**src/design/ipr_cfg.svh**
```systemverilog
`ifndef IPR_CFG_SVH
`define IPR_CFG_SVH
// register byte offsets on the apb bus
`define IPR_OFF_THREE   12'h000
`define IPR_OFF_FOUR    12'h004
`define IPR_OFF_FIVE    12'h008
`define IPR_OFF_SIX     12'h00c
`define IPR_OFF_SEVEN   12'h010
`define IPR_OFF_STATUS  12'h014
// implemented-bit masks per register
`define IPR_MASK_THREE  16'h0777
`define IPR_MASK_FOUR   16'h7077
`define IPR_MASK_FULL   16'h7777
// every implemented field resets to level 4
`define IPR_RST_FIELD   3'h4
`define IPR_RST_THREE   16'h0444
`define IPR_RST_FOUR    16'h4044
`define IPR_RST_FULL    16'h4444
// field positions (low bit) inside a register
`define IPR_POS_F3      12
`define IPR_POS_F2      8
`define IPR_POS_F1      4
`define IPR_POS_F0      0
`define IPR_LVL_OFF     3'h0
`define IPR_NUM_SRC     18
`endif

```
**src/design/ipr_pkg.sv**
```systemverilog
package ipr_pkg;
    typedef logic [2:0]  ipr_level_t;
    typedef logic [15:0] ipr_reg_t;
    // apb request bundle
    typedef struct packed {
        logic        sel;
        logic        enable;
        logic        write;
        logic [11:0] addr;
        logic [31:0] wdata;
    } ipr_apb_req_t;
    typedef enum logic [2:0] {
        IPR_SEL_THREE,
        IPR_SEL_FOUR,
        IPR_SEL_FIVE,
        IPR_SEL_SIX,
        IPR_SEL_SEVEN,
        IPR_SEL_STATUS,
        IPR_SEL_NONE
    } ipr_sel_t;
endpackage

```
**src/design/ipr_field_gate.sv**
```systemverilog
`timescale 1ns/1ps
`include "ipr_cfg.svh"
// per-source gate: a zero field blocks the request entirely
module ipr_field_gate
    import ipr_pkg::*;
(
    // clock and reset
    input  wire logic       clk_i,
    input  wire logic       rst_n_i,
    // source side
    input  wire logic       req_i,
    input  wire ipr_level_t level_i,
    // arbiter side
    output logic            req_o,
    output ipr_level_t      level_o
);
    logic       req_nxt;
    ipr_level_t lvl_nxt;
    logic       req_r;
    ipr_level_t lvl_r;

    // level code passes straight through, 7 highest, 1 lowest
    always_comb
    begin
        req_nxt = req_i && (level_i != `IPR_LVL_OFF);
        lvl_nxt = req_nxt ? level_i : `IPR_LVL_OFF;
    end

    always_ff @(posedge clk_i or negedge rst_n_i)
    begin
        if (!rst_n_i)
        begin
            req_r <= 1'b0;
            lvl_r <= `IPR_LVL_OFF;
        end
        else
        begin
            req_r <= req_nxt;
            lvl_r <= lvl_nxt;
        end
    end

    assign req_o   = req_r;
    assign level_o = lvl_r;

    chk_gate_blocks_zero: assert property (@(posedge clk_i) disable iff (!rst_n_i)
        (level_i == `IPR_LVL_OFF) |=> !req_o)
        else $error("disabled source reached arbiter");
    chk_gate_level_pass: assert property (@(posedge clk_i) disable iff (!rst_n_i)
        (req_i && level_i != `IPR_LVL_OFF) |=> (req_o && level_o == $past(level_i)))
        else $error("level not passed through");
endmodule

```
**src/design/ipr_regs.sv**
```systemverilog
`timescale 1ns/1ps
`include "ipr_cfg.svh"
// Functional notes
// - field code is the level directly; 111 is level 7, 001 is level 1.
// - a field of 000 disables its source; request never reaches the processor.
// - unimplemented bits ignore writes and read zero, incl. bits 15-11 of register three.
// - every implemented field resets to binary 100, level 4.
// - register three: dma ch1 at 10-8, adc one at 6-4, uart one tx at 2-0.
// - register four: pin change 14-12, i2c master 6-4, i2c slave 2-0.
// - register five: capture 8, capture 7, adc two, ext irq one, high to low.
// - register six: timer 4, compare 4, compare 3, dma ch2, high to low.
// - register seven: uart two tx, uart two rx, ext irq two, timer 5.
// - register four bits 11-7 always read zero.
module ipr_regs
    import ipr_pkg::*;
#(
    parameter int NSRC = `IPR_NUM_SRC
)
(
    // clock and reset
    input  wire logic             clk_i,
    input  wire logic             rst_n_i,
    // apb slave
    input  wire logic             psel_i,
    input  wire logic             penable_i,
    input  wire logic             pwrite_i,
    input  wire logic [11:0]      paddr_i,
    input  wire logic [31:0]      pwdata_i,
    input  wire logic [3:0]       pstrb_i,
    output logic      [31:0]      prdata_o,
    output logic                  pready_o,
    output logic                  pslverr_o,
    // raw source requests, index order as the level outputs
    input  wire logic [NSRC-1:0]  src_req_i,
    // gated requests and levels to the arbiter
    output logic      [NSRC-1:0]  gated_req_o,
    output logic      [3*NSRC-1:0] gated_level_o
);
    ipr_apb_req_t req;
    ipr_sel_t     sel;
    ipr_reg_t     three_r, four_r, five_r, six_r, seven_r;
    ipr_reg_t     three_nxt, four_nxt, five_nxt, six_nxt, seven_nxt;
    logic [31:0]  prdata_r, prdata_nxt;
    logic         pready_r, pready_nxt;
    logic         pslverr_r, pslverr_nxt;
    logic [4:0]   wr_count_r, wr_count_nxt;
    logic         access;
    logic [15:0]  wmask;
    ipr_level_t   lvl [NSRC];

    assign req = '{sel: psel_i, enable: penable_i, write: pwrite_i, addr: paddr_i, wdata: pwdata_i};

    // address decode, reused by read mux and write path
    function automatic ipr_sel_t decode(input logic [11:0] a);
        unique case (a)
            `IPR_OFF_THREE:  decode = IPR_SEL_THREE;
            `IPR_OFF_FOUR:   decode = IPR_SEL_FOUR;
            `IPR_OFF_FIVE:   decode = IPR_SEL_FIVE;
            `IPR_OFF_SIX:    decode = IPR_SEL_SIX;
            `IPR_OFF_SEVEN:  decode = IPR_SEL_SEVEN;
            `IPR_OFF_STATUS: decode = IPR_SEL_STATUS;
            default:         decode = IPR_SEL_NONE;
        endcase
    endfunction

    // masked merge keeps unimplemented bits at zero
    function automatic ipr_reg_t merge(input ipr_reg_t old, input logic [15:0] wd,
                                       input logic [15:0] be, input logic [15:0] impl);
        merge = ((old & ~be) | (wd & be)) & impl;
    endfunction

    assign sel    = decode(req.addr);
    // one-wait-state slave: answer two cycles after setup, pready is registered
    assign access = req.sel && req.enable && !pready_r;
    assign wmask  = {{8{pstrb_i[1]}}, {8{pstrb_i[0]}}};

    // register file next state
    always_comb
    begin
        three_nxt    = three_r;
        four_nxt     = four_r;
        five_nxt     = five_r;
        six_nxt      = six_r;
        seven_nxt    = seven_r;
        wr_count_nxt = wr_count_r;
        if (access && req.write)
        begin
            unique case (sel)
                IPR_SEL_THREE: three_nxt = merge(three_r, req.wdata[15:0], wmask, `IPR_MASK_THREE);
                IPR_SEL_FOUR:  four_nxt  = merge(four_r,  req.wdata[15:0], wmask, `IPR_MASK_FOUR);
                IPR_SEL_FIVE:  five_nxt  = merge(five_r,  req.wdata[15:0], wmask, `IPR_MASK_FULL);
                IPR_SEL_SIX:   six_nxt   = merge(six_r,   req.wdata[15:0], wmask, `IPR_MASK_FULL);
                IPR_SEL_SEVEN: seven_nxt = merge(seven_r, req.wdata[15:0], wmask, `IPR_MASK_FULL);
                IPR_SEL_STATUS,
                IPR_SEL_NONE:  three_nxt = three_r;
            endcase
            if (sel != IPR_SEL_NONE && sel != IPR_SEL_STATUS)
                wr_count_nxt = wr_count_r + 5'h01;
        end
    end

    // apb answer path; unmapped address gets pslverr and zero data
    always_comb
    begin
        pready_nxt  = access;
        pslverr_nxt = 1'b0;
        prdata_nxt  = prdata_r;
        if (access)
        begin
            pslverr_nxt = (sel == IPR_SEL_NONE) || (req.write && sel == IPR_SEL_STATUS);
            prdata_nxt  = 32'h0000_0000;
            if (!req.write)
            begin
                unique case (sel)
                    IPR_SEL_THREE:  prdata_nxt = {16'h0000, three_r & `IPR_MASK_THREE};
                    IPR_SEL_FOUR:   prdata_nxt = {16'h0000, four_r & `IPR_MASK_FOUR};
                    IPR_SEL_FIVE:   prdata_nxt = {16'h0000, five_r};
                    IPR_SEL_SIX:    prdata_nxt = {16'h0000, six_r};
                    IPR_SEL_SEVEN:  prdata_nxt = {16'h0000, seven_r};
                    IPR_SEL_STATUS: prdata_nxt = {9'h000, wr_count_r, gated_req_o};
                    IPR_SEL_NONE:   prdata_nxt = 32'h0000_0000;
                endcase
            end
        end
    end

    // state registers
    always_ff @(posedge clk_i or negedge rst_n_i)
    begin
        if (!rst_n_i)
        begin
            three_r    <= `IPR_RST_THREE;
            four_r     <= `IPR_RST_FOUR;
            five_r     <= `IPR_RST_FULL;
            six_r      <= `IPR_RST_FULL;
            seven_r    <= `IPR_RST_FULL;
            wr_count_r <= 5'h00;
            prdata_r   <= 32'h0000_0000;
            pready_r   <= 1'b0;
            pslverr_r  <= 1'b0;
        end
        else
        begin
            three_r    <= three_nxt;
            four_r     <= four_nxt;
            five_r     <= five_nxt;
            six_r      <= six_nxt;
            seven_r    <= seven_nxt;
            wr_count_r <= wr_count_nxt;
            prdata_r   <= prdata_nxt;
            pready_r   <= pready_nxt;
            pslverr_r  <= pslverr_nxt;
        end
    end

    assign prdata_o  = prdata_r;
    assign pready_o  = pready_r;
    assign pslverr_o = pslverr_r;

    // source index to field mapping, register three first
    always_comb
    begin
        lvl[0]  = three_r[`IPR_POS_F2 +: 3]; // dma_ch1_done_level
        lvl[1]  = three_r[`IPR_POS_F1 +: 3]; // adc_one_done_level
        lvl[2]  = three_r[`IPR_POS_F0 +: 3]; // uart_one_tx_level
        lvl[3]  = four_r[`IPR_POS_F3 +: 3];  // pin_change_level
        lvl[4]  = four_r[`IPR_POS_F1 +: 3];  // i2c_one_master_level
        lvl[5]  = four_r[`IPR_POS_F0 +: 3];  // i2c_one_slave_level
        lvl[6]  = five_r[`IPR_POS_F3 +: 3];  // capture_eight_level
        lvl[7]  = five_r[`IPR_POS_F2 +: 3];  // capture_seven_level
        lvl[8]  = five_r[`IPR_POS_F1 +: 3];  // adc_two_done_level
        lvl[9]  = five_r[`IPR_POS_F0 +: 3];  // ext_irq_one_level
        lvl[10] = six_r[`IPR_POS_F3 +: 3];   // timer_four_level
        lvl[11] = six_r[`IPR_POS_F2 +: 3];   // compare_four_level
        lvl[12] = six_r[`IPR_POS_F1 +: 3];   // compare_three_level
        lvl[13] = six_r[`IPR_POS_F0 +: 3];   // dma_ch2_done_level
        lvl[14] = seven_r[`IPR_POS_F3 +: 3]; // uart_two_tx_level
        lvl[15] = seven_r[`IPR_POS_F2 +: 3]; // uart_two_rx_level
        lvl[16] = seven_r[`IPR_POS_F1 +: 3]; // ext_irq_two_level
        lvl[17] = seven_r[`IPR_POS_F0 +: 3]; // timer_five_level
    end

    // one gate per source; output is registered inside the gate
    for (genvar g = 0; g < NSRC; g++)
    begin : g_gate
        ipr_field_gate u_gate (
            .clk_i   (clk_i),
            .rst_n_i (rst_n_i),
            .req_i   (src_req_i[g]),
            .level_i (lvl[g]),
            .req_o   (gated_req_o[g]),
            .level_o (gated_level_o[3*g +: 3])
        );
    end

    chk_reset_level_four: assert property (@(posedge clk_i)
        $rose(rst_n_i) |-> (three_r == `IPR_RST_THREE && four_r == `IPR_RST_FOUR && five_r == `IPR_RST_FULL
            && six_r == `IPR_RST_FULL && seven_r == `IPR_RST_FULL))
        else $error("field not at level 4 after reset");
    chk_three_upper_zero: assert property (@(posedge clk_i) disable iff (!rst_n_i)
        (pready_o && !$past(pwrite_i) && $past(paddr_i) == `IPR_OFF_THREE) |-> prdata_o[15:11] == 5'h00)
        else $error("register three upper bits not zero");
    chk_four_hole_zero: assert property (@(posedge clk_i) disable iff (!rst_n_i)
        (pready_o && !$past(pwrite_i) && $past(paddr_i) == `IPR_OFF_FOUR) |-> prdata_o[11:7] == 5'h00)
        else $error("register four bits 11-7 not zero");
    chk_write_lands: assert property (@(posedge clk_i) disable iff (!rst_n_i)
        (access && req.write && sel == IPR_SEL_SIX && pstrb_i[1:0] == 2'b11)
            |=> six_r == ($past(pwdata_i[15:0]) & `IPR_MASK_FULL))
        else $error("write to register six lost");
    chk_read_one_wait: assert property (@(posedge clk_i) disable iff (!rst_n_i)
        (psel_i && !penable_i) ##1 (psel_i && penable_i) |=> pready_o)
        else $error("pready not after one wait");
    chk_seven_field_map: assert property (@(posedge clk_i) disable iff (!rst_n_i)
        gated_req_o[17] |-> gated_level_o[53:51] == $past(seven_r[2:0]))
        else $error("timer five level mapped wrong");

    // register three keeps only its three fields
    chk_three_store_mask: assert property (@(posedge clk_i) disable iff (!rst_n_i)
        (three_r & ~`IPR_MASK_THREE) == 16'h0000)
        else $error("register three holds unimplemented bits");
    // register four hole must never fill, though reads mask it off
    chk_four_store_mask: assert property (@(posedge clk_i) disable iff (!rst_n_i)
        (four_r & ~`IPR_MASK_FOUR) == 16'h0000)
        else $error("register four holds unimplemented bits");
    // spacer bits of register five stay clear
    chk_five_store_mask: assert property (@(posedge clk_i) disable iff (!rst_n_i)
        (five_r & ~`IPR_MASK_FULL) == 16'h0000)
        else $error("register five holds unimplemented bits");
    // spacer bits of register six stay clear
    chk_six_store_mask: assert property (@(posedge clk_i) disable iff (!rst_n_i)
        (six_r & ~`IPR_MASK_FULL) == 16'h0000)
        else $error("register six holds unimplemented bits");
    // spacer bits of register seven stay clear
    chk_seven_store_mask: assert property (@(posedge clk_i) disable iff (!rst_n_i)
        (seven_r & ~`IPR_MASK_FULL) == 16'h0000)
        else $error("register seven holds unimplemented bits");

    // full-strobe write to register three lands masked
    chk_write_three: assert property (@(posedge clk_i) disable iff (!rst_n_i)
        (access && req.write && sel == IPR_SEL_THREE && pstrb_i[1:0] == 2'b11)
            |=> three_r == ($past(pwdata_i[15:0]) & `IPR_MASK_THREE))
        else $error("write to register three lost");
    // full-strobe write to register four lands masked
    chk_write_four: assert property (@(posedge clk_i) disable iff (!rst_n_i)
        (access && req.write && sel == IPR_SEL_FOUR && pstrb_i[1:0] == 2'b11)
            |=> four_r == ($past(pwdata_i[15:0]) & `IPR_MASK_FOUR))
        else $error("write to register four lost");
    // full-strobe write to register five lands masked
    chk_write_five: assert property (@(posedge clk_i) disable iff (!rst_n_i)
        (access && req.write && sel == IPR_SEL_FIVE && pstrb_i[1:0] == 2'b11)
            |=> five_r == ($past(pwdata_i[15:0]) & `IPR_MASK_FULL))
        else $error("write to register five lost");
    // full-strobe write to register seven lands masked
    chk_write_seven: assert property (@(posedge clk_i) disable iff (!rst_n_i)
        (access && req.write && sel == IPR_SEL_SEVEN && pstrb_i[1:0] == 2'b11)
            |=> seven_r == ($past(pwdata_i[15:0]) & `IPR_MASK_FULL))
        else $error("write to register seven lost");

    // low-byte-only write must leave the upper fields alone
    chk_strobe_low_byte: assert property (@(posedge clk_i) disable iff (!rst_n_i)
        (access && req.write && sel == IPR_SEL_SIX && pstrb_i[1:0] == 2'b01)
            |=> six_r[15:8] == $past(six_r[15:8]))
        else $error("masked high byte of register six changed");
    // high-byte-only write must leave the lower fields alone
    chk_strobe_high_byte: assert property (@(posedge clk_i) disable iff (!rst_n_i)
        (access && req.write && sel == IPR_SEL_THREE && pstrb_i[1:0] == 2'b10)
            |=> three_r[7:0] == $past(three_r[7:0]))
        else $error("masked low byte of register three changed");

    // fields only move on an accepted write, never from reads or idle
    chk_no_stray_write: assert property (@(posedge clk_i) disable iff (!rst_n_i)
        !(access && req.write)
            |=> {three_r, four_r, five_r, six_r, seven_r} == $past({three_r, four_r, five_r, six_r, seven_r}))
        else $error("priority register changed without a write");

    // refused writes flag an error and change nothing
    chk_refused_write: assert property (@(posedge clk_i) disable iff (!rst_n_i)
        (access && req.write && (sel == IPR_SEL_NONE || sel == IPR_SEL_STATUS))
            |=> (pslverr_o && {three_r, four_r, five_r, six_r, seven_r} == $past({three_r, four_r, five_r, six_r, seven_r})))
        else $error("refused write altered a register");

    // ready is a single-cycle answer, so no transfer is acked twice
    chk_pready_pulse: assert property (@(posedge clk_i) disable iff (!rst_n_i)
        pready_o |=> !pready_o)
        else $error("pready held longer than one cycle");
    // error is only meaningful alongside ready
    chk_err_with_ready: assert property (@(posedge clk_i) disable iff (!rst_n_i)
        pslverr_o |-> pready_o)
        else $error("pslverr without pready");

    // read of register three returns the stored word
    chk_read_three: assert property (@(posedge clk_i) disable iff (!rst_n_i)
        (access && !req.write && sel == IPR_SEL_THREE) |=> prdata_o == {16'h0000, $past(three_r)})
        else $error("register three read mismatch");
    // read of register four returns the stored word
    chk_read_four: assert property (@(posedge clk_i) disable iff (!rst_n_i)
        (access && !req.write && sel == IPR_SEL_FOUR) |=> prdata_o == {16'h0000, $past(four_r)})
        else $error("register four read mismatch");
    // read of register five returns the stored word
    chk_read_five: assert property (@(posedge clk_i) disable iff (!rst_n_i)
        (access && !req.write && sel == IPR_SEL_FIVE) |=> prdata_o == {16'h0000, $past(five_r)})
        else $error("register five read mismatch");
    // read of register six returns the stored word
    chk_read_six: assert property (@(posedge clk_i) disable iff (!rst_n_i)
        (access && !req.write && sel == IPR_SEL_SIX) |=> prdata_o == {16'h0000, $past(six_r)})
        else $error("register six read mismatch");
    // read of register seven returns the stored word
    chk_read_seven: assert property (@(posedge clk_i) disable iff (!rst_n_i)
        (access && !req.write && sel == IPR_SEL_SEVEN) |=> prdata_o == {16'h0000, $past(seven_r)})
        else $error("register seven read mismatch");

    // dma channel one level comes from bits 10-8 of register three
    chk_dma_one_map: assert property (@(posedge clk_i) disable iff (!rst_n_i)
        gated_req_o[0] |-> gated_level_o[2:0] == $past(three_r[`IPR_POS_F2 +: 3]))
        else $error("dma channel one level mapped wrong");
    // pin change level comes from the top field of register four
    chk_pin_change_map: assert property (@(posedge clk_i) disable iff (!rst_n_i)
        gated_req_o[3] |-> gated_level_o[11:9] == $past(four_r[`IPR_POS_F3 +: 3]))
        else $error("pin change level mapped wrong");
    // capture eight level comes from the top field of register five
    chk_capture_eight_map: assert property (@(posedge clk_i) disable iff (!rst_n_i)
        gated_req_o[6] |-> gated_level_o[20:18] == $past(five_r[`IPR_POS_F3 +: 3]))
        else $error("capture eight level mapped wrong");
    // timer four level comes from the top field of register six
    chk_timer_four_map: assert property (@(posedge clk_i) disable iff (!rst_n_i)
        gated_req_o[10] |-> gated_level_o[32:30] == $past(six_r[`IPR_POS_F3 +: 3]))
        else $error("timer four level mapped wrong");
    // uart two transmit level comes from the top field of register seven
    chk_uart_tx_map: assert property (@(posedge clk_i) disable iff (!rst_n_i)
        gated_req_o[14] |-> gated_level_o[44:42] == $past(seven_r[`IPR_POS_F3 +: 3]))
        else $error("uart two transmit level mapped wrong");

    // a cleared field silences its source at the arbiter
    chk_zero_blocks_dma: assert property (@(posedge clk_i) disable iff (!rst_n_i)
        (three_r[`IPR_POS_F2 +: 3] == `IPR_LVL_OFF) |=> !gated_req_o[0])
        else $error("disabled dma channel one reached arbiter");

    // outputs stay quiet while reset is held
    chk_reset_outputs: assert property (@(posedge clk_i)
        !rst_n_i |-> (!pready_o && !pslverr_o && gated_req_o == '0 && prdata_o == 32'h0000_0000))
        else $error("output active during reset");

    // unmapped read answers zero with an error
    chk_unmapped_read_zero: assert property (@(posedge clk_i) disable iff (!rst_n_i)
        (access && !req.write && sel == IPR_SEL_NONE) |=> (prdata_o == 32'h0000_0000 && pslverr_o))
        else $error("unmapped read returned data");
endmodule

```
**config.mk**
```make
export PLATFORM = sky130hd
export DESIGN_NAME = ipr_regs
export DESIGN_NICKNAME = d
export VERILOG_FILES = /design/src/design/ipr_pkg.sv /design/src/design/ipr_field_gate.sv /design/src/design/ipr_regs.sv
export VERILOG_INCLUDE_DIRS = /design/src /design/src/design
export SDC_FILE = /design/constraint.sdc
export NUM_CORES = 1
export LEC_CHECK = 0
export CELL_PAD_IN_SITES_DETAIL_PLACEMENT = 0
export CELL_PAD_IN_SITES_GLOBAL_PLACEMENT = 1
export CORE_UTILIZATION = 47
export CTS_BUF_LIST = sky130_fd_sc_hd__clkbuf_2
export CTS_CLUSTER_SIZE = 28
export DETAILED_ROUTE_END_ITERATION = 7
export DONT_BUFFER_PORTS = 1
export PLACE_DENSITY_LB_ADDON = 0.1
export SLEW_MARGIN = 30
export SYNTH_ARGS = -nofsm -noshare
export SYNTH_HDL_FRONTEND = slang
export SYNTH_SLANG_ARGS = --single-unit
```
**constraint.sdc**
```tcl
create_clock -name clk_i -period 1.95 [get_ports clk_i]
set_clock_uncertainty 0.2 [all_clocks]
set_input_delay 0.39 -clock clk_i [delete_from_list [all_inputs] [get_ports clk_i]]
set_output_delay 0.39 -clock clk_i [all_outputs]
set_load 0.01 [all_outputs]
```
* Word-level counts from Yosys, hierarchy flattened
Index checks and enable logic that the tools add are counted.
** Word-level totals
- Bits in registers :: 165
- Latch bits :: 0
- RAM bits :: 0
- Bits in read-only memories :: 0
- Input bits :: 71
- Output and inout port bits :: 106
- Word-level logic and storage cells :: 144
- Memories :: 0
** Cells by class
- $add $sub $neg :: 1
- Multipliers :: 0
- Divide/modulo/power cells :: 0
- Magnitude comparators :: 0
- Eq/ne operators :: 13
- Shift-type cells :: 0
- Multiplexer cells :: 22
- Bitwise logic cells :: 12
- Reduce and logical (&&, ||, !) cells :: 51
** Operators by type and width (count)
- $pmux 32 s7 :: 1
- $and 15x15->15 :: 5
- $or 15x15->15 :: 4
- $mux 3 :: 18
- $reduce_bool 3->1 :: 18
- $mux 32 :: 1
- $eq 12x4->1 const B :: 2
- $eq 12x5->1 const B :: 2
- $logic_and 1x1->1 :: 23
- $pmux 3 s6 :: 1
- $not 15->15 :: 1
- $eq 12x3->1 const B :: 1
- $logic_not 12->1 :: 1
- $reduce_and 2->1 :: 6
- $and 11x11->11 :: 1
- $or 11x11->11 :: 1
- $eq 3x3->1 const B :: 3
- $eq 3x2->1 const B :: 2
- $ne 3x3->1 const B :: 2
- $add 5x1->5 const B :: 1
- $eq 3x1->1 const B :: 1
- $logic_not 3->1 :: 1
- $logic_not 1->1 :: 1
- $logic_or 1x1->1 :: 1
- $mux 1 :: 1

* Longest topological paths before layout
Gate-level depths: netlist of run 1.
- Depth after elaboration :: 6
- Gate-level depth with buffers :: 7
- Mapped depth without buffers :: 6

* Modules after synthesis
A second synthesis of run 1 with hierarchy kept.
** Second synthesis, totals
- Cell total of the unflattened synthesis :: 456
- Area total of the unflattened synthesis :: 6361.1 µm²
** Modules (own cells, without submodules)
- ipr_regs :: instances 1, cells each 312, area each 4041.4 µm², seq. area each 2124.5 µm²
- ipr_field_gate :: instances 18, cells each 8, area each 128.9 µm², seq. area each 100.1 µm²

* Worst setup path after synthesis of run 1
No wires, ideal clock.
- Path kind :: input to register
- Start point :: input paddr_i[9]
- End point :: register (tool-made name)
- Library setup time :: 0.125 ns
- Arrival :: 2.215 ns
- Required time :: 1.625 ns
- Slack :: -0.590 ns
- Stages on the path :: 6
- Buffers on the path :: 1
- Cell sequence :: or4_4 buf_6 nor3_1 nand3_1 nor2_1 mux2_2
** RTL lines
- from (decl) :: line ipr_regs.sv:27 : input wire logic [11:0] paddr_i,

==> run summary, run 1 <==
The run finished, with violations left. The final reports fail on negative hold slack. In this run the number of cells on the critical path is 7. The startpoint identified for the worst register-to-register timing path is pready_o.

In this run the vertical extent of the chip is 118.3 um. The number of rows in the core area was 42. The worst setup path is launched from an input port. Most common cell in the synthesized netlist: sky130_fd_sc_hd__dfrtp_1.

The worst setup path is captured at a register. Synthesis inferred 156 register bits. The count of buffers added on input and output ports is 0. The final clock period utilization by the worst path was 99.32%. After synthesis, the netlist uses 48 different library cells. The routed length per placed instance was 20.54 um; the worst slack on hold paths was -0.8826 ns. Critical path's top delay family: buffers and inverters. Detailed routing inserted a total of 4,166 vias. The number of buffers on the longest clock path is 2, and the arrival time reported for the critical path endpoint is 2.37 ns.

The count of endpoints failing setup in the final report was 0. In this run the worst setup path begins at paddr_i[3]. The post-layout minimum cycle time is 1.937 ns. The static leakage power was 3.551 nW. The main flop type after synthesis was sky130_fd_sc_hd__dfrtp_1. Counting every sink on the clock net gives 156.

The layout cell share with drive strength beyond 1 is 28.28%. For the total power draw, the log shows 5.288 mW. TritonCTS created 17 clock buffers.

Once detail routing completed, the nets flagged for antenna violations numbered 0. In this design, the stage delay of the slowest critical-path cell is 0.68 ns. For the remaining design rule violation count, the log shows 0. The tools report the number of instances in the synthesized netlist as 497. The critical path in this run is classified as in2reg. The worst register-to-register path has a setup slack of 0.02 ns. The count of filler cells inserted in the layout came out at 1,110.

The count of endpoints failing hold in the final timing report is 183. For the initial antenna violation count, the log shows 1. For this run, the total global-route usage over all layers was measured as 23.81%. Clock-pin slew was measured on the worst setup and hold paths at 0.21 ns. Each instance of the synthesized netlist takes up on average 12.79 um^2. Setup repair after global routing could not meet its margin everywhere.

The footprint of the multi-input gates came out at 2344 um^2. Entering global routing, the biggest net connects 157 pins. The tools report the aggregate routed wire length as 15,700 um. TritonCTS built the clock tree. The synthesized design contains 0 enable-type register cells.

Counting both buffers and inverters, the worst setup path holds a total of 3. The top cell type by area accounts for 54.34% of the synthesized area. For this run the aggregate overflow at the end of global routing stands at 0. CTS placed an instance of sky130_fd_sc_hd__clkbuf_2 at the clock tree root. Timing analysis after detailed placement gives a worst setup slack of -0.5877 ns.

The final layout contains 647 nets. The largest fanout of any net on the critical path came out at 8. The die boundary width works out to 118.3 um. The mapped netlist covers 6355 um^2. The final-layout setup total negative slack was 0 ns. Counting flops with an async set or reset pin after synthesis yields a share of 100.0%.

For the portion of the post-synthesis area used by sequential elements, the log shows 61.78%. Dividing the detail-routed via count by the number of cells gives 5.453. The via count of the first global-routing pass was 4,310; the I/O pin count was 177. Ranked by instance count, the synthesized netlist is headed by 138 x sky130_fd_sc_hd__dfrtp_1, 55 x sky130_fd_sc_hd__and2_1, 47 x sky130_fd_sc_hd__mux2_2, 43 x sky130_fd_sc_hd__nand2_1. The power density relative to cell area works out to 693.8 nW/um^2. The synthesized design spends more area on one cell type than any other, namely sky130_fd_sc_hd__dfrtp_1.

The run gives 4 as the H-tree depth. The area growth from synthesis to layout is 19.93%, and the synthesis warning total is 0. The first detailed-routing pass ran for 4 iterations.

Traced cell by cell, the critical path runs through dlymetal6s4s_1 > nor2_1 > dlygate4sd3_1 > nand3_2 > nor2_4 > buf_12 > mux2_4. Derived from the worst setup path, the maximum achievable clock frequency is 0.5164 GHz. For the first-iteration detailed-routing DRC count, the log shows 235. For the initial core utilization, the log shows 48.18%.

The congestion estimate from routability-driven global placement came to 0.8165. Class of the most critical hold timing path: in2async. The first global-routing pass estimated 24,630 um of wire. On the critical path, the stage with the largest delay is an instance of sky130_fd_sc_hd__dlygate4sd3_1. The worst voltage drop across the vdd grid is 0.3720 mV.

Data on the critical path is required at its endpoint by 2.38 ns. The die covers 13,990 um^2. The area occupied by registers is 3930 um^2. For this run, the share of the core covered by cells in the final layout is 57.78%. The worst register-to-register path has a depth of 6. By area the synthesized netlist is led by sky130_fd_sc_hd__dfrtp_1 54%, sky130_fd_sc_hd__mux2_2 8.3%, sky130_fd_sc_hd__dfstp_2 7.4%. The run gives 10,690 um as the post-detailed-placement half-perimeter wirelength. After floorplanning, the core was sized to cover 13,190 um^2.

The logs give 0 for the final number of max-transition violations and 0.73 ns for the worst-skew pair later-pin latency. After layout, the worst setup slack is 0.01333 ns. Max-cap violations in this run came to 0.
[worst min path at each step]
stage | slack [ns] | to | depth (start not counted) | from
3_5_place_dp | -0.10 | prdata_o[7] | 0 | rst_n_i
2_1_floorplan | -0.11 | async pin | 0 | rst_n_i
4_1_cts | -0.97 | async pin | 0 | rst_n_i
5_1_grt | -1.02 | g_gate[11].u_gate.level_o[1] | 0 | rst_n_i
3_3_place_gp | -0.10 | prdata_o[7] | 0 | rst_n_i
6_report | -0.88 | g_gate[11].u_gate.level_o[1] | 0 | rst_n_i
[placed cells by master, fill, tap and decap left out, types with 4 or more instances in the layout]
cell type	instances
sky130_fd_sc_hd__a21oi_1	6
sky130_fd_sc_hd__a22o_1	14
sky130_fd_sc_hd__and2_1	55
sky130_fd_sc_hd__and3b_1	4
sky130_fd_sc_hd__buf_4	30
sky130_fd_sc_hd__clkbuf_2	18
sky130_fd_sc_hd__clkinv_2	6
sky130_fd_sc_hd__conb_1	9
sky130_fd_sc_hd__dfrtp_1	135
sky130_fd_sc_hd__dfstp_2	18
sky130_fd_sc_hd__dlygate4sd3_1	56
sky130_fd_sc_hd__mux2_2	30
sky130_fd_sc_hd__mux2_4	17
sky130_fd_sc_hd__mux2i_1	7
sky130_fd_sc_hd__nand2_1	40
sky130_fd_sc_hd__nand4_1	5
sky130_fd_sc_hd__o21ai_0	26
sky130_fd_sc_hd__o21ai_2	4
sky130_fd_sc_hd__o2bb2ai_1	7
sky130_fd_sc_hd__o31a_1	18
[where the power goes]
part           total (mW)  leakage (nW)  internal, mW  switching (mW)
Clock                1.82         0.145         0.699            1.12
Combinational       0.223          1.30         0.109           0.113
Sequential           3.25          2.11          3.25         0.00368
Total                5.29          3.55          4.05            1.23
[cell families after synthesis]
kind of cell	Yosys count	share of synthesized area (%)
simple gates	145	12.99
flops	156	61.78
buf+inv	45	4.528
xor+xnor	4	0.5514
fa+ha+maj	1	0.1969
mux	54	9.431
other cells	1	0.05901
compound gates	91	10.45
[through the flow]
step | hold slack, ns | cells | instance area [um^2]
2_1_floorplan | -0.1056 | 505 | 6485
3_3_place_gp | -0.1007 | 671 | 6665
3_5_place_dp | -0.1015 | 671 | 6665
4_1_cts | -0.9679 | 759 | 7517
5_1_grt | -1.016 | 764 | 7621
6_report | -0.8826 | 764 | 7621
[cell type report]
| class | count | share of cell area [%] |
|---|---|---|
| antenna | 1 | 0.03284 |
| clock buffer | 18 | 1.182 |
| clock inverter | 13 | 1.987 |
| inverter | 3 | 0.1478 |
| multi-input combinational | 305 | 30.75 |
| sequential | 156 | 51.57 |
| tap | 176 | 2.890 |
| timing repair buffer | 92 | 11.44 |
[routing by layer]
metal  part of all wire, %  vias to the layer above  global-route usage (%)  wire length [um]
li1                      -                     1891                       -                 -
met1                    45                     2091                   32.20              7121
met5                     0                        -                       0                 0
met2                    45                      169                   34.71              7123
met3                   7.8                       15                   9.170              1230
met4                   1.4                        0                   8.734               220
[timing repair]
item,CTS,global route
hold endpoints to repair,312,207
setup buffers,2,1
gates resized for setup,9,15
endpoints found under the setup margin,35,43
hold buffers,54,4
cloned,1,0
pin swaps,2,11
No activity file was read; power rests on OpenSTA's default activity.
==> run 2, diff against run 1 <==
--- a/config.mk
+++ b/config.mk
@@ -14,7 +14,7 @@
 export DETAILED_ROUTE_END_ITERATION = 7
 export DONT_BUFFER_PORTS = 1
 export PLACE_DENSITY_LB_ADDON = 0.1
-export SLEW_MARGIN = 30
+export SLEW_MARGIN = 20
 export SYNTH_ARGS = -nofsm -noshare
 export SYNTH_HDL_FRONTEND = slang
 export SYNTH_SLANG_ARGS = --single-unit
==> constraint.sdc (replaced) <==
create_clock -name clk_i -period 1.95 [get_ports clk_i]
set_clock_uncertainty 0.2 [all_clocks]
set_input_delay 0.2925 -clock clk_i [delete_from_list [all_inputs] [get_ports clk_i]]
set_output_delay 0.2925 -clock clk_i [all_outputs]
set_load 0.01 [all_outputs]
==> run 2 against run 1 <==
Effect of this change:
- utilization increased by 0.28 points
- register-to-register slack got worse by 0.02 ns
- count of clock-buffer cells in the layout is 3 higher
- critical path type is now reg2reg
- global-route usage is 0.097 points higher
- the run still ends with negative hold slack left
==> run summary, run 2 (same netlist as run 1, synthesis figures left out) <==
The class of the most critical hold timing path was in2async (unchanged). The power density relative to cell area is 674.5 nW/um^2 (was 693.8 nW/um^2), and the vertical extent of the die is 118.3 um (unchanged). For the total iterations of the first detailed-routing run, the log shows 5 (was 4). I/O pin count: 177 (unchanged). Most used cells in the layout excluding fill and tap cells: 138 x sky130_fd_sc_hd__dfrtp_1, 62 x sky130_fd_sc_hd__dlygate4sd3_1, 55 x sky130_fd_sc_hd__and2_1 (was 135 x sky130_fd_sc_hd__dfrtp_1, 56 x sky130_fd_sc_hd__dlygate4sd3_1, 55 x sky130_fd_sc_hd__and2_1). The first-iteration detailed-routing DRC count was 265 (was 235); the layout cell share with drive strength beyond 1 was 28.24% (was 28.28%). The tools report the count of endpoints failing hold in the final timing report as 232 (was 183). The clock sink total is 156 (unchanged), and the static leakage power is 3.617 nW (was 3.551 nW). Setup repair after global routing could not meet its margin everywhere. Final number of max-transition violations: 0 (unchanged). The run gives 0 ns (unchanged) as the final-layout setup total negative slack. Category of the worst setup path capture point: a register (unchanged).

Maximum number of pins on one net before global-route repair: 157 (unchanged). Source of the critical timing path: pready_o (was paddr_i[3]). The H-tree depth is 4 (unchanged), and the die boundary width is 118.3 um (unchanged). The run gives 0.3219 mV (was 0.3720 mV) as the worst voltage drop across the vdd grid.

The logs give 654 (was 647) for the number of nets in the final layout and 23.91% (was 23.81%) for the global-route usage over all layers. The largest fanout of any net on the critical path was 5 (was 8). The aggregate routed wire length is 15,510 um (was 15,700 um). The final weighted congestion of routability-driven global placement was 0.8100 (was 0.8165). The tools report the count of max-cap constraint violations as 0 (unchanged). The number of buffers on the longest clock path is 2 (unchanged), and the maximum operating frequency is 0.5133 GHz (was 0.5164 GHz).

The area of the core region was 13,190 um^2 (unchanged). The post-detailed-placement half-perimeter wirelength was 10,660 um (was 10,690 um); the post-layout minimum cycle time was 1.948 ns (was 1.937 ns). For the worst-skew pair later-pin latency, the log shows 0.71 ns (was 0.73 ns). The start-to-end type of the worst setup path is reg2reg (was in2reg).

The routed length per placed instance is 20.09 um (was 20.54 um), and the area occupied by registers is 3926 um^2 (was 3930 um^2). Source of the worst register-to-register timing path: pready_o (unchanged). The run gives 0.002 ns (was 0.02 ns) as the internal reg-to-reg setup slack. The core occupancy in the finished layout was 58.06% (was 57.78%).

The via count of the first global-routing pass was 4,324 (was 4,310); the total CTS buffers was 17 (unchanged). The worst-case setup margin in the final layout was 0.001960 ns (was 0.01333 ns). The type of origin of the critical path was a register (was an input port). The tools report the worst setup timing slack at the placement stage as -0.4733 ns (was -0.5877 ns). The initial antenna violation count is 1 (unchanged). The arrival time reported for the critical path endpoint was 2.38 ns (was 2.37 ns). The run finished, with violations left. For the required time of the critical path, the log shows 2.38 ns (about the same). The via total after detailed routing is 4,199 (was 4,166), and the mean number of vias per cell is 5.439 (was 5.453). The run gives 42 (unchanged) as the number of rows in the core area.

TritonCTS built the clock tree. For the number of nets with antenna violations after routing, the log shows 0 (unchanged). The run gives 1,131 (was 1,110) as the count of filler cells inserted in the layout. The tools report the CTS root buffer as sky130_fd_sc_hd__clkbuf_2 (unchanged). The full die area is 13,990 um^2 (unchanged).

The initial core utilization was 48.18% (unchanged). The run gives 0 (unchanged) as the total global routing overflow. The run gives 0 (unchanged) as the count of endpoints failing setup in the final report. The length in cells of the worst reg-to-reg path is 6 (unchanged). The worst slack on hold paths is -0.9685 ns (was -0.8826 ns), and the final clock period utilization by the worst path is 99.90% (was 99.32%). Failing checks: negative hold slack (unchanged).

The clock transition at the register clock pins on the worst setup and hold paths after CTS was 0.21 ns (about the same); the area growth from synthesis to layout was 20.52% (was 19.93%). The count of port buffers added during placement was 0 (unchanged). The leading cell type in the layout, fill and taps excluded was sky130_fd_sc_hd__dfrtp_1 (unchanged). The logs give 24,650 um (was 24,630 um) for the first-pass GRT wire length and 0 (unchanged) for the remaining design rule violation count. The total power draw was 5.166 mW (was 5.288 mW).

The run gives 2356 um^2 (was 2344 um^2) as the footprint of the multi-input gates.
[run 2: changes by cell type in the layout (fill, tap and decap cells not counted), moves of 2 or more]
cell	change
sky130_fd_sc_hd__dfrtp_2	-3
sky130_fd_sc_hd__clkinv_2	-2
sky130_fd_sc_hd__dlygate4sd3_1	+6
sky130_fd_sc_hd__buf_4	+4
sky130_fd_sc_hd__mux2_2	-2
sky130_fd_sc_hd__dfrtp_1	+3
sky130_fd_sc_hd__clkbuf_2	+3
sky130_fd_sc_hd__mux2_4	+2
[run 2: worst min-delay path by stage]
stage,depth (start not counted),endpoint,slack [ns],start
after floorplan,0,async pin,-0.20,rst_n_i
after global placement,0,g_gate[15].u_gate.level_o[0],-0.20,rst_n_i
after detailed placement,0,prdata_o[7],-0.20,rst_n_i
after CTS,0,g_gate[13].u_gate.req_o,-1.06,rst_n_i
after global routing,0,prdata_o[11],-1.08,rst_n_i
final,0,prdata_o[11],-0.97,rst_n_i
[run 2: cell type report]
class | count | share of cell area (%)
antenna | 1 | 0.03267
clock buffer | 21 | 1.372
clock inverter | 11 | 1.552
inverter | 3 | 0.1470
multi-input combinational | 305 | 30.76
sequential | 156 | 51.27
tap | 176 | 2.875
timing repair buffer | 99 | 11.99
[run 2: worst max-delay path, stage by stage, from the launching register on]
cell,delay (ns)
sky130_fd_sc_hd__dfrtp_1,0.42
sky130_fd_sc_hd__nand3b_1,0.20
sky130_fd_sc_hd__inv_2,0.15
sky130_fd_sc_hd__nand3_4,0.12
sky130_fd_sc_hd__buf_6,0.14
sky130_fd_sc_hd__or3_4,0.35
sky130_fd_sc_hd__mux2_2,0.28
[run 2: what timing repair did]
item,CTS,global route
resized for setup,10,13
setup endpoints to repair,35,32
gates cloned,1,0
setup buffers,4,1
hold buffers,61,1
hold endpoints to repair,312,238
pin swaps,6,7
[run 2: per-layer routing]
metal	track usage (%)	routed length, um	vias to the layer above	share of wire (%)
met5	0	0	-	0
met4	9.375	145	0	0.93
met3	7.481	1271	13	8.2
met2	35.48	7213	154	47
met1	32.72	6881	2127	44
li1	-	-	1905	-
[run 2: stage by stage]
| step | cells | instance area (um^2) |
|---|---|---|
| after detailed placement | 671 | 6665 |
| final | 772 | 7659 |
| after global placement | 671 | 6665 |
| after CTS | 769 | 7589 |
| after global routing | 772 | 7659 |
| after floorplan | 505 | 6485 |
[run 2: report_power, final]
| part | internal [mW] | switching, mW | leakage, nW |
|---|---|---|---|
| Clock | 0.600 | 1.11 | 0.136 |
| Sequential | 3.25 | 0.00352 | 2.11 |
| Combinational | 0.103 | 0.104 | 1.37 |
| Total | 3.95 | 1.22 | 3.62 |
==> run 3, diff against run 2 <==
--- a/config.mk
+++ b/config.mk
@@ -10,10 +10,12 @@
 export CELL_PAD_IN_SITES_GLOBAL_PLACEMENT = 1
 export CORE_UTILIZATION = 47
 export CTS_BUF_LIST = sky130_fd_sc_hd__clkbuf_2
+export CTS_CLUSTER_DIAMETER = 150
 export CTS_CLUSTER_SIZE = 28
 export DETAILED_ROUTE_END_ITERATION = 7
 export DONT_BUFFER_PORTS = 1
 export PLACE_DENSITY_LB_ADDON = 0.1
+export REMOVE_ABC_BUFFERS = 1
 export SLEW_MARGIN = 20
 export SYNTH_ARGS = -nofsm -noshare
 export SYNTH_HDL_FRONTEND = slang
==> run 3 against run 2 <==
Effect of this change:
- the flow finishes with violations (negative hold slack, negative setup slack)
- non-clock buffer count increased by 4
- die area unchanged
- maximum frequency decreased by 0.63%
- first-iteration DRC count increased by 16%
- count of clock-buffer cells in the layout increased by 2
- clock power increased by 12%
- largest power group unchanged
- combinational power increased by 8%
- via count increased by 1.3%
- worst setup slack got worse by 0.012 ns
- sequential cell count unchanged
- sequential power about the same
- worst hold slack got worse by 0.0039 ns
==> run summary, run 3 (same netlist as run 1, synthesis figures left out) <==
The CTS root buffer was sky130_fd_sc_hd__clkbuf_2 (unchanged). Largest fanout of any net on the critical path: 12 (was 5). The category of the worst setup path capture point was a register (unchanged). The total power draw is 5.395 mW (was 5.166 mW). The tools report the worst slew margin relative to its limit as 58.85%. The logs give 0 (unchanged) for the remaining design rule violation count and 0.5101 GHz (was 0.5133 GHz) for the maximum operating frequency.

Most used cells in the layout excluding fill and tap cells: 138 x sky130_fd_sc_hd__dfrtp_1, 64 x sky130_fd_sc_hd__dlygate4sd3_1, 55 x sky130_fd_sc_hd__and2_1 (was 138 x sky130_fd_sc_hd__dfrtp_1, 62 x sky130_fd_sc_hd__dlygate4sd3_1, 55 x sky130_fd_sc_hd__and2_1). The tools report the clock sink total as 156 (unchanged). For the worst-case setup margin in the final layout, the log shows -0.01041 ns (was 0.001960 ns). The clock transition at the register clock pins on the worst setup and hold paths after CTS was 0.22 ns (was 0.21 ns). The total iterations of the first detailed-routing run was 4 (was 5); the arrival time reported for the critical path endpoint was 2.35 ns (was 2.38 ns). The logs give 10,920 um (was 10,660 um) for the post-detailed-placement half-perimeter wirelength and 675 (was 671) for the cell count after placement.

The first-pass GRT wire length was 24,810 um (was 24,650 um); the layout cell share with drive strength beyond 1 was 26.21% (was 28.24%). Area growth from synthesis to layout: 19.89% (was 20.52%). The worst setup timing slack at the placement stage was -0.5556 ns (was -0.4733 ns). Setup repair after global routing could not meet its margin everywhere.

The static leakage power is 3.584 nW (was 3.617 nW), and the H-tree depth is 4 (unchanged). The count of endpoints failing setup in the final report was 2 (was 0); the routed length per placed instance was 20.56 um (was 20.09 um). The worst voltage drop across the vdd grid is 0.3945 mV (was 0.3219 mV). The vertical extent of the die is 118.3 um (unchanged), and the power density relative to cell area is 708.1 nW/um^2 (was 674.5 nW/um^2). The number of nets in the final layout was 658 (was 654); the mean number of vias per cell was 5.481 (was 5.439). The post-layout minimum cycle time was 1.960 ns (was 1.948 ns); the global-route usage over all layers was 24.01% (was 23.91%).

The tools report the first-iteration detailed-routing DRC count as 307 (was 265). Class of the most critical hold timing path: in2async (unchanged). The tools report the worst slack on hold paths as -0.9724 ns (was -0.9685 ns). The total global routing overflow came out at 0 (unchanged). The leading cell type in the layout, fill and taps excluded was sky130_fd_sc_hd__dfrtp_1 (unchanged). The via count of the first global-routing pass was 4,323 (was 4,324); the die boundary width was 118.3 um (unchanged).

Number of rows in the core area: 42 (unchanged). The count of endpoints failing hold in the final timing report is 181 (was 232), and the final-layout setup total negative slack is -0.01662 ns (was 0 ns). For the initial antenna violation count, the log shows 1 (unchanged).

The run finished, with violations left. The maximum number of pins on one net before global-route repair is 157 (unchanged). The via total after detailed routing came out at 4,253 (was 4,199). The slew at the pin closest to its max-slew limit is 0.6117 ns. Aggregate routed wire length: 15,950 um (was 15,510 um). The tools report the final number of max-transition violations as 0 (unchanged).

Number of buffers on the longest clock path: 2 (unchanged). The final clock period utilization by the worst path is 100.5% (was 99.90%). The logs give 17 (unchanged) for the total CTS buffers and 48.18% (unchanged) for the initial core utilization. Worst-skew pair later-pin latency: 0.73 ns (was 0.71 ns). Failing checks: negative hold slack, negative setup slack (was negative hold slack). The type of origin of the critical path was an input port (was a register).

The required time of the critical path is 2.34 ns (was 2.38 ns), and the total cell area at the placement stage is 6605 um^2 (was 6665 um^2). For the area of the core region, the log shows 13,190 um^2 (unchanged). Count of port buffers added during placement: 0 (unchanged). The final weighted congestion of routability-driven global placement was 0.8198 (was 0.8100). The start-to-end type of the worst setup path was in2reg (was reg2reg). I/O pin count: 177 (unchanged). The tools report the count of max-cap constraint violations as 0 (unchanged). TritonCTS built the clock tree. The full die area was 13,990 um^2 (unchanged). The number of nets with antenna violations after routing was 0 (unchanged). The finished layout cell area was 7619 um^2 (was 7659 um^2). The number of standard cells in the layout, taps in and fillers out was 776 (was 772).
run 3: what timing repair did:
action	4_1_cts	5_1_grt
hold buffers	65	1
gates resized for setup	6	17
endpoints found under the hold margin	312	183
pin swaps	0	3
endpoints found under the setup margin	13	36
cloned	0	1
buffers inserted	0	2
run 3: where the power goes:
part	total, mW	leakage (nW)	switching (mW)	internal, mW
Combinational	0.223	1.31	0.112	0.110
Sequential	3.25	2.11	0.00327	3.25
Clock	1.92	0.165	1.06	0.863
Total	5.39	3.58	1.18	4.22
run 3: final timing paths:
kind / startpoint / endpoint / slack [ns] / cells past startpoint
setup / recovery: paddr_i[2] / register / -0.01 / 6
hold reg to reg: wr_count_r[4] / wr_count_r[4] / 0.30 / 1
min in group clk_i: paddr_i[4] / register / -0.31 / 2
setup reg to reg: pready_o / register / 0.06 / 5
max in group asynchronous: rst_n_i / async pin / 2.26 / 0
hold / removal: rst_n_i / prdata_o[4] / -0.97 / 0
run 3: critical path, stage by stage:
cell                            delay [ns]
sky130_fd_sc_hd__dlygate4sd3_1        0.87
sky130_fd_sc_hd__nand3_1              0.18
sky130_fd_sc_hd__buf_4                0.24
sky130_fd_sc_hd__dlygate4sd3_1        0.61
sky130_fd_sc_hd__nand2_1              0.08
sky130_fd_sc_hd__o21ai_0              0.08
run 3: through the flow:
stage          util (%)  hold WS, ns
6_report          57.76      -0.9724
5_1_grt           57.76       -1.067
4_1_cts           57.12       -1.048
3_5_place_dp      50.08      -0.1990
3_3_place_gp      50.08      -0.1996
2_1_floorplan         -      -0.2031
run 3: area by class of cell:
cell class,count,area [um^2]
clock buffers,23,115.1
diodes,1,2.502
repair buffers,103,947.2
flip-flops and latches,156,3926
inverters,3,11.26
well taps,176,220.2
multi-input cells,305,2251
fillers,1142,5572
clock inverters,9,145.1
run 3: routing by layer:
layer | vias up | share of wire (%) | track usage [%]
met3 | 26 | 5.4 | 6.950
met5 | - | 0 | 0
met1 | 2175 | 44 | 31.09
met4 | 0 | 2.1 | 9.936
li1 | 1920 | - | -
met2 | 132 | 48 | 37.83
